<file path="src/design/adc_regmap_pkg.sv">
package adc_regmap_pkg;

   // Register address space and decode boundaries.
   localparam int          ADDR_W       = 13;
   localparam logic [12:0] ADDR_SETUP   = 13'h0000;
   localparam logic [12:0] ADDR_PART_ID = 13'h0001;
   localparam logic [12:0] ADDR_GRADE   = 13'h0002;
   localparam logic [12:0] ADDR_FUNC_LO = 13'h0008;
   localparam logic [12:0] ADDR_FUNC_HI = 13'h0020;
   localparam logic [12:0] ADDR_FORMAT  = 13'h0014;
   localparam logic [12:0] ADDR_CLOCK   = 13'h0009;
   localparam logic [12:0] ADDR_COMMIT  = 13'h00FF;
   localparam int          FUNC_COUNT   = 25;

   // Reset values.
   localparam logic [7:0] SETUP_RESET  = 8'h18;
   localparam logic [7:0] FORMAT_RESET = 8'h01;
   localparam logic [7:0] CLOCK_RESET  = 8'h01;
   localparam logic [FUNC_COUNT*8-1:0] FUNC_RESET =
      ({{(FUNC_COUNT*8-8){1'b0}}, FORMAT_RESET} << (8 * 12)) |
      ({{(FUNC_COUNT*8-8){1'b0}}, CLOCK_RESET} << (8 * 1));

   // Field positions.
   localparam int         SETUP_LSB_HI  = 6;
   localparam int         SETUP_SRST_HI = 5;
   localparam int         SETUP_SRST_LO = 2;
   localparam int         SETUP_LSB_LO  = 1;
   localparam int         GRADE_LSB     = 4;
   localparam int         COMMIT_BIT    = 0;
   localparam logic [7:0] COMMIT_VALUE  = 8'h01;

   // Serial instruction layout.
   localparam logic [3:0] INSTR_LAST   = 4'hF;
   localparam logic [3:0] BYTE_LAST    = 4'h7;
   localparam int         INSTR_RW_BIT = 15;
   localparam logic [1:0] LEN_STREAM   = 2'h3;

   typedef enum logic [1:0] {
      ST_IDLE, ST_INSTR, ST_DATA, ST_END
   } port_state_type;

endpackage : adc_regmap_pkg

</file>
<file path="src/design/shadow_bank.sv">
`timescale 1ns/1ps
`default_nettype none

module shadow_bank #(
   parameter int N = 25
) (
   // Clock and reset.
   input  wire logic           clock_i,
   input  wire logic           rst_n_i,
   input  wire logic           ce_i,
   // Write side.
   input  wire logic           wr_i,
   input  wire logic [4:0]     idx_i,
   input  wire logic [7:0]     wdata_i,
   input  wire logic           commit_i,
   input  wire logic           clear_i,
   // Register contents.
   output logic      [N*8-1:0] shadow_o,
   output logic      [N*8-1:0] active_o
);

   logic [N*8-1:0] shadow_r;
   logic [N*8-1:0] shadow_nxt;
   logic [N*8-1:0] active_r;
   logic [N*8-1:0] active_nxt;

   // Writes land only in the shadow copy; the active copy moves as a whole
   // on commit so the converter never sees a half-updated setting.
   always_comb begin
      shadow_nxt = shadow_r;
      active_nxt = active_r;
      if (clear_i) begin
         shadow_nxt = adc_regmap_pkg::FUNC_RESET;
         active_nxt = adc_regmap_pkg::FUNC_RESET;
      end else begin
         if (wr_i) begin
            shadow_nxt[idx_i*8 +: 8] = wdata_i;
         end
         if (commit_i) begin
            active_nxt = shadow_r;
         end
      end
   end

   // Register stage; the clock enable freezes both copies.
   always_ff @(posedge clock_i or negedge rst_n_i) begin
      if (!rst_n_i) begin
         shadow_r <= adc_regmap_pkg::FUNC_RESET;
         active_r <= adc_regmap_pkg::FUNC_RESET;
      end else if (ce_i) begin
         shadow_r <= shadow_nxt;
         active_r <= active_nxt;
      end
   end

   assign shadow_o = shadow_r;
   assign active_o = active_r;

   commit_copy_a: assert property (@(posedge clock_i) disable iff (!rst_n_i)
      ce_i && commit_i && !clear_i |=> active_r == $past(shadow_r))
      else $error("Commit did not copy shadow to active.");

   shadow_hold_a: assert property (@(posedge clock_i) disable iff (!rst_n_i)
      !(ce_i && (commit_i || clear_i)) |=> $stable(active_r))
      else $error("Active copy moved without a commit.");

   format_default_a: assert property (@(posedge clock_i)
      $rose(rst_n_i) |-> active_r[12*8 +: 8] == 8'h01)
      else $error("Output format did not reset to two's complement.");

endmodule : shadow_bank

`default_nettype wire

</file>
<file path="src/design/adc_config_register_map.sv">
`timescale 1ns/1ps
`default_nettype none

// Functional notes
// Decode config, commit and function register groups.
// Every register is one byte, bit 7 MSB.
// Master writes zeros into unused bits.
// Master never writes fully open addresses.
// Any reset reloads documented default values.
// Function registers are shadowed until commit.
// Writing 0x01 to 0xFF commits all shadows.
// Commit bit clears itself after the update.
// Port setup nibbles mirror bit order, soft reset.
// Grade register is read-only, code in 5:4.
// Output format resets to 0x01, two's complement.
// All access goes through three-wire serial port.
// Port shifts MSB first until software changes.
// Configuration writes outside shadow range act immediately.
// Unsupported writes ignored, unsupported reads return zero.
module adc_config_register_map #(
   parameter logic [7:0] PART_ID    = 8'h5A, // Arbitrary identity value.
   parameter logic [1:0] RATE_CLASS = 2'h0
) (
   // Clock, reset and enable.
   input  wire logic         clock_i,
   input  wire logic         rst_n_i,
   input  wire logic         ce_i,
   // Three-wire serial port.
   input  wire logic         csb_n_i,
   input  wire logic         sclk_i,
   input  wire logic         sdio_i,
   output logic              sdio_o,
   output logic              sdio_oe_o,
   // Committed function registers and port state.
   output logic      [199:0] active_regs_o,
   output logic              lsb_first_o
);

   localparam int NB = adc_regmap_pkg::FUNC_COUNT;

   logic rst_q1, rst_n_r;

   // Reset release through two flops so every flop behind them leaves reset together.
   always_ff @(posedge clock_i or negedge rst_n_i) begin
      if (!rst_n_i) begin
         rst_q1  <= 1'b0;
         rst_n_r <= 1'b0;
      end else begin
         rst_q1  <= 1'b1;
         rst_n_r <= rst_q1;
      end
   end

   logic [2:0] pin_q1, pin_q2;
   logic       sclk_d;

   // Pins are asynchronous to the register clock; the edge detector only
   // looks at the second stage.
   always_ff @(posedge clock_i or negedge rst_n_r) begin
      if (!rst_n_r) begin
         pin_q1 <= 3'h1;
         pin_q2 <= 3'h1;
         sclk_d <= 1'b0;
      end else if (ce_i) begin
         pin_q1 <= {sdio_i, sclk_i, csb_n_i};
         pin_q2 <= pin_q1;
         sclk_d <= pin_q2[1];
      end
   end

   logic csb_s, sdi_s;
   logic sclk_rise, sclk_fall;

   // Sampled pins and serial clock edges inside a frame.
   assign csb_s     = pin_q2[0];
   assign sdi_s     = pin_q2[2];
   assign sclk_rise = !csb_s && pin_q2[1] && !sclk_d;
   assign sclk_fall = !csb_s && !pin_q2[1] && sclk_d;

   adc_regmap_pkg::port_state_type state_r, state_nxt;
   logic [3:0]      cnt_r, cnt_nxt;
   logic [15:0]     sr_r, sr_nxt;
   logic [12:0]     addr_r, addr_nxt;
   logic            rd_r, rd_nxt;
   logic [1:0]      len_r, len_nxt;
   logic [1:0]      bytes_r, bytes_nxt;
   logic [7:0]      rbyte_r, rbyte_nxt;
   logic            sdo_r, sdo_nxt;
   logic            oe_r, oe_nxt;
   logic            wr_stb_r, wr_stb_nxt;
   logic [12:0]     wr_addr_r, wr_addr_nxt;
   logic [7:0]      wr_data_r, wr_data_nxt;
   logic            lsb_first_r, lsb_first_nxt;
   logic            commit_r, commit_nxt;
   logic            srst_r, srst_nxt;
   logic [NB*8-1:0] shadow;
   logic [7:0]      byte_in;

   // Read mux over the whole space; anything unsupported reads zero.
   function automatic logic [7:0] read_reg(input logic [12:0] a,
                                           input logic        lsb,
                                           input logic        cmt,
                                           input logic [NB*8-1:0] sh);
      logic [12:0] idx;
      idx = 13'h0000;
      read_reg = 8'h00;
      if (a == adc_regmap_pkg::ADDR_SETUP) begin
         read_reg = {1'b0, lsb, 1'b0, 1'b1, 1'b1, 1'b0, lsb, 1'b0};
      end else if (a == adc_regmap_pkg::ADDR_PART_ID) begin
         read_reg = PART_ID;
      end else if (a == adc_regmap_pkg::ADDR_GRADE) begin
         read_reg = {2'h0, RATE_CLASS, 4'h0};
      end else if (a == adc_regmap_pkg::ADDR_COMMIT) begin
         read_reg = {7'h00, cmt};
      end else if (a >= adc_regmap_pkg::ADDR_FUNC_LO &&
                   a <= adc_regmap_pkg::ADDR_FUNC_HI) begin
         idx = a - adc_regmap_pkg::ADDR_FUNC_LO;
         read_reg = sh[idx[4:0]*8 +: 8];
      end
   endfunction : read_reg

   // A completed data byte sits at the top of the shifter in LSB-first mode.
   assign byte_in = lsb_first_r ? sr_nxt[15:8] : sr_nxt[7:0];

   // Serial frame engine: 16-bit instruction, then bytes until the length
   // runs out or, when streaming, until chip select rises.
   always_comb begin
      state_nxt   = state_r;
      cnt_nxt     = cnt_r;
      sr_nxt      = sr_r;
      addr_nxt    = addr_r;
      rd_nxt      = rd_r;
      len_nxt     = len_r;
      bytes_nxt   = bytes_r;
      rbyte_nxt   = rbyte_r;
      sdo_nxt     = sdo_r;
      oe_nxt      = oe_r;
      wr_stb_nxt  = 1'b0;
      wr_addr_nxt = wr_addr_r;
      wr_data_nxt = wr_data_r;
      if (sclk_rise) begin
         // Bit order follows the setup register, MSB first after reset.
         sr_nxt = lsb_first_r ? {sdi_s, sr_r[15:1]}
                              : {sr_r[14:0], sdi_s};
      end
      if (csb_s) begin
         state_nxt = adc_regmap_pkg::ST_IDLE;
         cnt_nxt   = 4'h0;
         oe_nxt    = 1'b0;
      end else begin
         case (state_r)
            adc_regmap_pkg::ST_IDLE: begin
               state_nxt = adc_regmap_pkg::ST_INSTR;
               cnt_nxt   = 4'h0;
            end
            adc_regmap_pkg::ST_INSTR: begin
               if (sclk_rise) begin
                  cnt_nxt = cnt_r + 4'h1;
                  if (cnt_r == adc_regmap_pkg::INSTR_LAST) begin
                     rd_nxt    = sr_nxt[adc_regmap_pkg::INSTR_RW_BIT];
                     len_nxt   = sr_nxt[14:13];
                     addr_nxt  = sr_nxt[12:0];
                     bytes_nxt = 2'h0;
                     cnt_nxt   = 4'h0;
                     rbyte_nxt = read_reg(sr_nxt[12:0], lsb_first_r,
                                          commit_r, shadow);
                     state_nxt = adc_regmap_pkg::ST_DATA;
                  end
               end
            end
            adc_regmap_pkg::ST_DATA: begin
               if (sclk_fall && rd_r) begin
                  // Read data changes on the falling edge for the master.
                  sdo_nxt = lsb_first_r ? rbyte_r[cnt_r[2:0]]
                                        : rbyte_r[3'h7 - cnt_r[2:0]];
                  oe_nxt  = 1'b1;
               end
               if (sclk_rise) begin
                  cnt_nxt = cnt_r + 4'h1;
                  if (cnt_r == adc_regmap_pkg::BYTE_LAST) begin
                     cnt_nxt = 4'h0;
                     if (!rd_r) begin
                        wr_stb_nxt  = 1'b1;
                        wr_addr_nxt = addr_r;
                        wr_data_nxt = byte_in;
                     end
                     // Streams walk up in LSB-first mode, down otherwise.
                     addr_nxt  = lsb_first_r ? addr_r + 13'h0001
                                             : addr_r - 13'h0001;
                     rbyte_nxt = read_reg(addr_nxt, lsb_first_r,
                                          commit_r, shadow);
                     bytes_nxt = bytes_r + 2'h1;
                     if (len_r != adc_regmap_pkg::LEN_STREAM &&
                         bytes_r == len_r) begin
                        state_nxt = adc_regmap_pkg::ST_END;
                     end
                  end
               end
            end
            default: begin
               // Extra clocks after the last byte are ignored.
               oe_nxt = sclk_fall ? 1'b0 : oe_r;
            end
         endcase
      end
   end

   // Frame engine registers.
   always_ff @(posedge clock_i or negedge rst_n_r) begin
      if (!rst_n_r) begin
         state_r   <= adc_regmap_pkg::ST_IDLE;
         cnt_r     <= 4'h0;
         sr_r      <= 16'h0000;
         addr_r    <= 13'h0000;
         rd_r      <= 1'b0;
         len_r     <= 2'h0;
         bytes_r   <= 2'h0;
         rbyte_r   <= 8'h00;
         sdo_r     <= 1'b0;
         oe_r      <= 1'b0;
         wr_stb_r  <= 1'b0;
         wr_addr_r <= 13'h0000;
         wr_data_r <= 8'h00;
      end else if (ce_i) begin
         state_r   <= state_nxt;
         cnt_r     <= cnt_nxt;
         sr_r      <= sr_nxt;
         addr_r    <= addr_nxt;
         rd_r      <= rd_nxt;
         len_r     <= len_nxt;
         bytes_r   <= bytes_nxt;
         rbyte_r   <= rbyte_nxt;
         sdo_r     <= sdo_nxt;
         oe_r      <= oe_nxt;
         wr_stb_r  <= wr_stb_nxt;
         wr_addr_r <= wr_addr_nxt;
         wr_data_r <= wr_data_nxt;
      end
   end

   logic in_func;
   logic [12:0] func_off;

   // Function-range decode for the shadow bank.
   assign in_func  = wr_addr_r >= adc_regmap_pkg::ADDR_FUNC_LO &&
                     wr_addr_r <= adc_regmap_pkg::ADDR_FUNC_HI;
   assign func_off = wr_addr_r - adc_regmap_pkg::ADDR_FUNC_LO;

   // Configuration registers act at once; read-only and unsupported
   // addresses drop the write. A soft reset request wins over everything.
   always_comb begin
      lsb_first_nxt = lsb_first_r;
      commit_nxt    = 1'b0;
      srst_nxt      = 1'b0;
      if (srst_r) begin
         lsb_first_nxt =
            adc_regmap_pkg::SETUP_RESET[adc_regmap_pkg::SETUP_LSB_HI];
      end else if (wr_stb_r) begin
         if (wr_addr_r == adc_regmap_pkg::ADDR_SETUP) begin
            // Either nibble's copy counts, whatever order it was shifted in.
            lsb_first_nxt = wr_data_r[adc_regmap_pkg::SETUP_LSB_HI] |
                            wr_data_r[adc_regmap_pkg::SETUP_LSB_LO];
            srst_nxt      = wr_data_r[adc_regmap_pkg::SETUP_SRST_HI] |
                            wr_data_r[adc_regmap_pkg::SETUP_SRST_LO];
         end else if (wr_addr_r == adc_regmap_pkg::ADDR_COMMIT) begin
            commit_nxt = wr_data_r[adc_regmap_pkg::COMMIT_BIT];
         end
      end
   end

   // Configuration registers; soft reset bits are never stored.
   always_ff @(posedge clock_i or negedge rst_n_r) begin
      if (!rst_n_r) begin
         lsb_first_r <=
            adc_regmap_pkg::SETUP_RESET[adc_regmap_pkg::SETUP_LSB_HI];
         commit_r    <= 1'b0;
         srst_r      <= 1'b0;
      end else if (ce_i) begin
         lsb_first_r <= lsb_first_nxt;
         commit_r    <= commit_nxt;
         srst_r      <= srst_nxt;
      end
   end

   // Shadowed function registers with their committed copies.
   shadow_bank #(
      .N (NB)
   ) u_bank (
      .clock_i  (clock_i),
      .rst_n_i  (rst_n_r),
      .ce_i     (ce_i),
      .wr_i     (wr_stb_r && in_func && !srst_r),
      .idx_i    (func_off[4:0]),
      .wdata_i  (wr_data_r),
      .commit_i (commit_r),
      .clear_i  (srst_r),
      .shadow_o (shadow),
      .active_o (active_regs_o)
   );

   assign sdio_o      = sdo_r;
   assign sdio_oe_o   = oe_r;
   assign lsb_first_o = lsb_first_r;

   commit_clear_a: assert property (@(posedge clock_i) disable iff (!rst_n_r)
      ce_i && commit_r |=> !commit_r)
      else $error("Commit bit did not clear itself.");

   setup_default_a: assert property (@(posedge clock_i)
      $rose(rst_n_r) |-> !lsb_first_r && !commit_r)
      else $error("Setup register not at default after reset.");

   cfg_immediate_a: assert property (@(posedge clock_i) disable iff (!rst_n_r)
      ce_i && wr_stb_r && !srst_r && wr_addr_r == 13'h0000
      |=> lsb_first_r ==
          ($past(wr_data_r[6]) | $past(wr_data_r[1])))
      else $error("Setup write did not act at once.");

   unmapped_write_a: assert property (@(posedge clock_i) disable iff (!rst_n_r)
      ce_i && wr_stb_r && !srst_r && !in_func && wr_addr_r != 13'h0000
      && wr_addr_r != 13'h00FF
      |=> $stable(lsb_first_r) ##1 $stable(active_regs_o))
      else $error("Unsupported write changed stored state.");

   grade_read_a: assert property (@(posedge clock_i) disable iff (!rst_n_r)
      ce_i && state_r == adc_regmap_pkg::ST_INSTR && sclk_rise
      && cnt_r == 4'hF && sr_nxt[12:0] == 13'h0002
      |=> rbyte_r == {2'h0, RATE_CLASS, 4'h0})
      else $error("Grade register read returned wrong value.");

   oe_frame_a: assert property (@(posedge clock_i) disable iff (!rst_n_r)
      ce_i && csb_s |=> !sdio_oe_o)
      else $error("Data pin driven outside a frame.");

endmodule : adc_config_register_map

`default_nettype wire

</file>
<file path="config.mk">
export PLATFORM = sky130hd
export DESIGN_NAME = adc_config_register_map
export DESIGN_NICKNAME = d
export VERILOG_FILES = /design/src/design/adc_regmap_pkg.sv /design/src/design/shadow_bank.sv /design/src/design/adc_config_register_map.sv
export SDC_FILE = /design/constraint.sdc
export NUM_CORES = 1
export LEC_CHECK = 0
export BUFFER_PORTS_ARGS = -buffer_cell sky130_fd_sc_hd__buf_4
export CORE_MARGIN = 2
export CORE_UTILIZATION = 45
export DETAILED_ROUTE_END_ITERATION = 8
export GPL_TIMING_DRIVEN = 0
export SYNTH_ARGS = -nofsm -noshare
export SYNTH_HDL_FRONTEND = slang
export SYNTH_SLANG_ARGS = --single-unit
</file>
<file path="constraint.sdc">
create_clock -name clock_i -period 19.3 [get_ports clock_i]
set_input_delay 3.86 -clock clock_i [delete_from_list [all_inputs] [get_ports clock_i]]
set_output_delay 3.86 -clock clock_i [all_outputs]
set_load 0.02 [all_outputs]
</file>
# Word level (Yosys, flattened, before mapping)

Cells that the tools add are included.

Flip-flop bits (word level): 484
Input port bits: 6
Output and inout port bits: 203
Word-level logic and storage cells: 180

Add/subtract/negate cells: 9
Magnitude comparators: 8
Equality and inequality tests: 24
Shift operators: 4
Multiplexer cells: 71
Bitwise operators: 4
Reduce and logical (&&, ||, !) cells: 37

Operators by type and width:

| operator                                                                             | count |
|---|---|
| 200-bit 2-to-1 mux                                                                   | 4 |
| 200-bit by 9-bit variable part select with 8-bit output                              | 2 |
| 200-bit bitwise mux                                                                  | 1 |
| 8-bit by 34-bit variable shift with 200-bit output, first input constant             | 1 |
| 8-bit by 34-bit variable part select with 200-bit output                             | 1 |
| 8-bit 2-to-1 mux                                                                     | 15 |
| 13-bit 2-to-1 mux                                                                    | 5 |
| 13-bit by 8-bit equality test with 1-bit output, second input constant               | 3 |
| 13-bit by 4-bit greater-or-equal comparator with 1-bit output, second input constant | 3 |
| 13-bit by 6-bit less-or-equal comparator with 1-bit output, second input constant    | 3 |
| 13-bit zero test                                                                     | 3 |
| 8-bit negator with 34-bit output                                                     | 1 |
| 16-bit 2-to-1 mux                                                                    | 2 |
| 13-bit by 1-bit equality test with 1-bit output, second input constant               | 2 |
| 13-bit by 2-bit equality test with 1-bit output, second input constant               | 2 |
| 13-bit one-hot mux with 2 select lines                                               | 1 |
| 1-bit 2-to-1 mux                                                                     | 21 |
| 2-bit 2-to-1 mux                                                                     | 10 |
| 4-bit 2-to-1 mux                                                                     | 5 |
| 3-bit != test, second input constant                                                 | 6 |
| 8-bit one-hot mux with 2 select lines                                                | 1 |
| 5-bit by 4-bit subtractor with 5-bit output, second input constant                   | 3 |
| 7-bit AND reduction                                                                  | 2 |
| 13-bit by 1-bit adder with 13-bit output, second input constant                      | 1 |
| 31 further kinds                                                                     | 59 |

# Depth between registers and ports, before layout

Depth after elaboration: 14
Gate-level depth with buffers: 16
Mapped depth without buffers: 13

# By module

A second synthesis with hierarchy kept.

Cell total of the unflattened synthesis: 2575
Area, all modules: 25558.3 µm²

Modules (own cells, without submodules):

| module                  | instances | cells each | area an instance (µm²) | sequential area each (µm²) |
|---|---|---|---|---|
| shadow_bank             | 1         | 1512       | 16620.9                | 10014.6 |
| adc_config_register_map | 1         | 1063       | 8937.3                 | 2104.5 |

# Worst setup path before layout

OpenSTA, ideal clock, no wires.

Kind: input port to flip-flop
Start: input port ce_i
End: register rbyte_r[2]
Setup time: 0.076 ns
Arrival time: 5.391 ns
Slack: 13.832 ns
Stages on the path: 6
Path buffers: 1
Cell sequence: clkbuf_1 nand2_1 nor3_1 nand2_1 or4_4 o21ai_1

Longest elaborated chain between the ends: 1

RTL lines:

| element                              | RTL line                       | source |
|---|---|---|
| start, declared                      | adc_config_register_map.sv:27  | `input wire logic ce_i,` |
| 7-bit AND reduction (no source line) | --                             |  |
| end signal, assigned                 | adc_config_register_map.sv:232 | `rbyte_r <= rbyte_nxt;` |
| end, declared                        | adc_config_register_map.sv:87  | `logic [7:0] rbyte_r, rbyte_nxt;` |

No other way between the ends.
A chain may end at the register's enable or synchronous reset.

# Worst setup path after layout

Start: register lsb_first_r (netlist: lsb_first_o)
End: register rbyte_r[7]

Longest elaborated chain between the ends: 12

RTL lines:

| element                                                                                             | RTL line                                                       | source |
|---|---|---|
| start, declared                                                                                     | adc_config_register_map.sv:93                                  | `logic lsb_first_r, lsb_first_nxt;` |
| start signal, assigned                                                                              | adc_config_register_map.sv:274                                 | `lsb_first_r <=` |
| start signal, assigned                                                                              | adc_config_register_map.sv:279                                 | `lsb_first_r <= lsb_first_nxt;` |
| 16-bit 2-to-1 mux                                                                                   | adc_config_register_map.sv:143                                 | `sr_nxt = lsb_first_r ? {sdi_s, sr_r[15:1]}` |
| 16-bit 2-to-1 mux                                                                                   | adc_config_register_map.sv:141                                 | `if (sclk_rise) begin` |
| 5-bit by 4-bit subtractor with 5-bit output, or another cell as far along                           | adc_config_register_map.sv:117                                 | `idx = a - adc_regmap_pkg::ADDR_FUNC_LO;` |
| 200-bit by 9-bit variable part select with 8-bit output / 1-bit logical AND (equally long branches) | adc_config_register_map.sv:118, adc_config_register_map.sv:115 |  |
| 8-bit 2-to-1 mux                                                                                    | adc_config_register_map.sv:115                                 | `end else if (a >= adc_regmap_pkg::ADDR_FUNC_LO &&` |
| 8-bit 2-to-1 mux                                                                                    | adc_config_register_map.sv:113                                 | `end else if (a == adc_regmap_pkg::ADDR_COMMIT) begin` |
| 8-bit 2-to-1 mux                                                                                    | adc_config_register_map.sv:111                                 | `end else if (a == adc_regmap_pkg::ADDR_GRADE) begin` |
| 8-bit 2-to-1 mux                                                                                    | adc_config_register_map.sv:109                                 | `end else if (a == adc_regmap_pkg::ADDR_PART_ID) begin` |
| 8-bit 2-to-1 mux                                                                                    | adc_config_register_map.sv:107                                 | `if (a == adc_regmap_pkg::ADDR_SETUP) begin` |
| 8-bit 2-to-1 mux                                                                                    | adc_config_register_map.sv:159                                 | `if (cnt_r == adc_regmap_pkg::INSTR_LAST) begin` |
| 8-bit 2-to-1 mux                                                                                    | adc_config_register_map.sv:157                                 | `if (sclk_rise) begin` |
| 8-bit one-hot mux with 2 select lines *                                                             | adc_config_register_map.sv:151                                 | `case (state_r)` |

Mark *: on every way between the ends. The rest lies on a longest branch, timed or not. The select of a mux whose other input is x is not followed.

==> impl_metrics.json <==
{
  "fillCellCount": 4714,
  "arrival_ns": 7.36,
  "die_y_microns": 233,
  "cts_resized": 0,
  "synthFlopType": "dfrtp_1",
  "layout_commonest_cell": "dfrtp_1",
  "fin_tns_setup_ns": 0,
  "synthArstFlopShare": 1.00,
  "antenna_found_initial": 4,
  "drt-total-wl_microns": 106000,
  "dr.pass1.iters": 6,
  "avgViaCountPerCell": 6.62,
  "yosysWarnings": 0,
  "cap_violations": 0,
  "postCtsHoldBufs": 0,
  "grt_max_degree": 75,
  "cts_tree": "yes",
  "start_util": 0.457,
  "finalWeightedCongestion": 1.08,
  "p_int_mw": 2.02,
  "synth_edf_count": 0,
  "grtUsageTotal": 0.391,
  "clockBufferDepth": 3,
  "slew_violations": 0,
  "synth_area_leader_cell": "dfrtp_1",
  "hold_class": "register to register",
  "numCtsBuffers": 52,
  "setup_violations": 0,
  "syn_nets": 2277,
  "dieWidth_microns": 233,
  "synth.ff_latch_count": 484,
  "p_leak_nw": 12.4,
  "crit_required_ns": 19.80,
  "vias": 21400,
  "sw_frac_of_total": 0.412,
  "fin_area_sq_um": 27900,
  "hold_viol_final": 0,
  "max_clock_freq_mhz": 146,
  "grt_pass1_vias": 20600,
  "grt_pass1_wl_microns": 150000,
  "worstPathMaxFanout": 21,
  "area_growth_pct": 18.8,
  "dpl.hpwl_microns": 78300,
  "port_buffers": 208,
  "clk_latency_ns": 0.63,
  "start_kind": "register",
  "syn_inst": 2244,
  "cts-root-buf": "clkbuf_16",
  "p_clk_frac": 0.307,
  "route.detailed.drc": 0,
  "synthDistinctLibCells": 84,
  "clk_pin_slew_ns": 0.06,
  "fin_crit_ns": 6.86,
  "final_util": 0.543,
  "cts_max_level": 2,
  "ant_nets": 0,
  "peakVddDrop_mv": 0.0922,
  "ios": 209,
  "cts.sinks": 484,
  "worst_slew_pin_slew_ns": 1.46,
  "avgSynthCellArea_sq_um": 10.5,
  "combPwrFrac": 0.374,
  "cp-end-kind": "register",
  "synth_seq_area_share": 0.515,
  "rows": 83,
  "seqPwrFrac": 0.319,
  "netlist_top_cells_area": "dfrtp_1, a22o_1, nand2_1",
  "netlist.area_leader.share": 0.509,
  "finalNetCount": 2548,
  "drive_above_1_share": 0.177,
  "syn-cell-area_sq_um": 23500,
  "skew_ns": 0.0173,
  "cts_setup_buffers": 0,
  "mostFrequentLayoutCells": "dfrtp_1, nand2_1, buf_4, a22o_1, o21ai_0",
  "grt-ovfl-total": 0,
  "min_period_over_period": 0.355,
  "status": "complete, no violations",
  "power_density_nw_per_um2": 123,
  "slew_headroom": 0.0194,
  "p_switching_mw": 1.42,
  "place_area_sq_um": 26100,
  "rsz0062_at_grt": "no",
  "design.core.area_sq_um": 51500,
  "die_area_sq_um": 54100,
  "detail_route.wl_per_cell_microns": 32.6,
  "drt_iter0_drc": 2840,
  "critical_path_class": "register to register"
}
-- critical path, cell delays in order, from the launching register on --
cell	delay [ns]
dfrtp_1	0.35
buf_2	0.31
buf_1	0.48
inv_2	0.36
fa_1	0.90
clkbuf_1	0.98
clkbuf_1	0.95
clkbuf_1	1.06
mux4_2	0.49
nand2_1	0.09
nand3_1	0.21
a31oi_1	0.39
o21ai_1	0.09
-- cells by family (layout without fill, tap and decap cells) --
logic type      Yosys count  count (layout)  share of synthesized area
xor+xnor                 13              13                    0.00484
compound gates          711             711                      0.212
mux                     140             140                     0.0963
other cells               1               2                   0.000159
flops                   484             484                      0.515
simple gates            702             702                      0.129
fa+ha+maj                27              27                     0.0147
buf+inv                 166             478                     0.0281
-- path summary, 6_finish.rpt --
check	start	endpoint	cells past startpoint	slack, ns
worst max-delay path	lsb_first_o	rbyte_r[7]	12	12.44
worst min-delay path	rst_q1	rst_n_r	0	0.36
worst max register to register	lsb_first_o	rbyte_r[7]	12	12.44
worst min register to register	rst_q1	rst_n_r	0	0.36
max in group asynchronous	rst_n_i	rst_n_r	1	16.18
min in group asynchronous	rst_n_r	u_bank.active_o[27]	0	0.37
-- synth_stat cells, types with 11 or more instances --
master,number
nand3_1,76
o41ai_1,16
buf_2,15
clkbuf_1,107
o2bb2ai_1,64
a21oi_1,108
mux2i_1,33
dfrtp_1,478
inv_1,20
mux4_2,62
nor2b_1,11
o21ai_1,36
ha_1,26
mux2_2,41
nor2_1,141
o31ai_1,29
a22o_1,204
buf_1,18
o21ai_0,161
nand2_1,383
nor3_1,20
-- area by class of cell --
class                      count  area, sq um  area share
timing repair buffer         217         1760      0.0630
clock inverter                26          314      0.0112
antenna                        1         2.50   0.0000895
clock buffer                  69         1490      0.0532
inverter                      22         82.6     0.00295
multi-input combinational   1594        10700       0.385
tap                          680          851      0.0304
buffer                       144          578      0.0207
sequential                   484        12100       0.434
-- flip-flops by register name, summed over array words and instances (netlist names), 3 cells and up --
name and cells:
rbyte_r 8, wr_data_r 8, cnt_r 4, pin_q1 3, pin_q2 3, u_bank.active_o 200, wr_addr_r 13, sr_r 16
u_bank.shadow_o 200, addr_r 13
-- per-stage QoR --
stage	power, mW	cells	setup WS [ns]	hold WS (ns)
2_1_floorplan	1.84	2244	4.82	0.331
3_3_place_gp	2.31	3132	-0.244	0.342
3_5_place_dp	2.33	3140	12.58	0.345
4_1_cts	3.38	3235	12.92	0.369
5_1_grt	3.52	3236	12.68	0.370
6_report	3.44	3237	12.44	0.365
-- power by group through the flow --
stage	combinational, mW	sequential [mW]	clock, mW
2_1_floorplan	0.722	1.11	0
3_3_place_gp	1.18	1.13	0
3_5_place_dp	1.22	1.11	0
4_1_cts	1.22	1.10	1.06
5_1_grt	1.31	1.10	1.11
6_report	1.28	1.10	1.06
-- per-layer routing --
layer  GRT usage  vias to the layer above  wire (microns)
met4       0.181                        4            5650
met3       0.101                      289           11600
li1            -                     8889               -
met5           0                        -              21
met2       0.570                     1347           44900
met1       0.546                    10900           43500
Power figures use the tool's default switching activity.
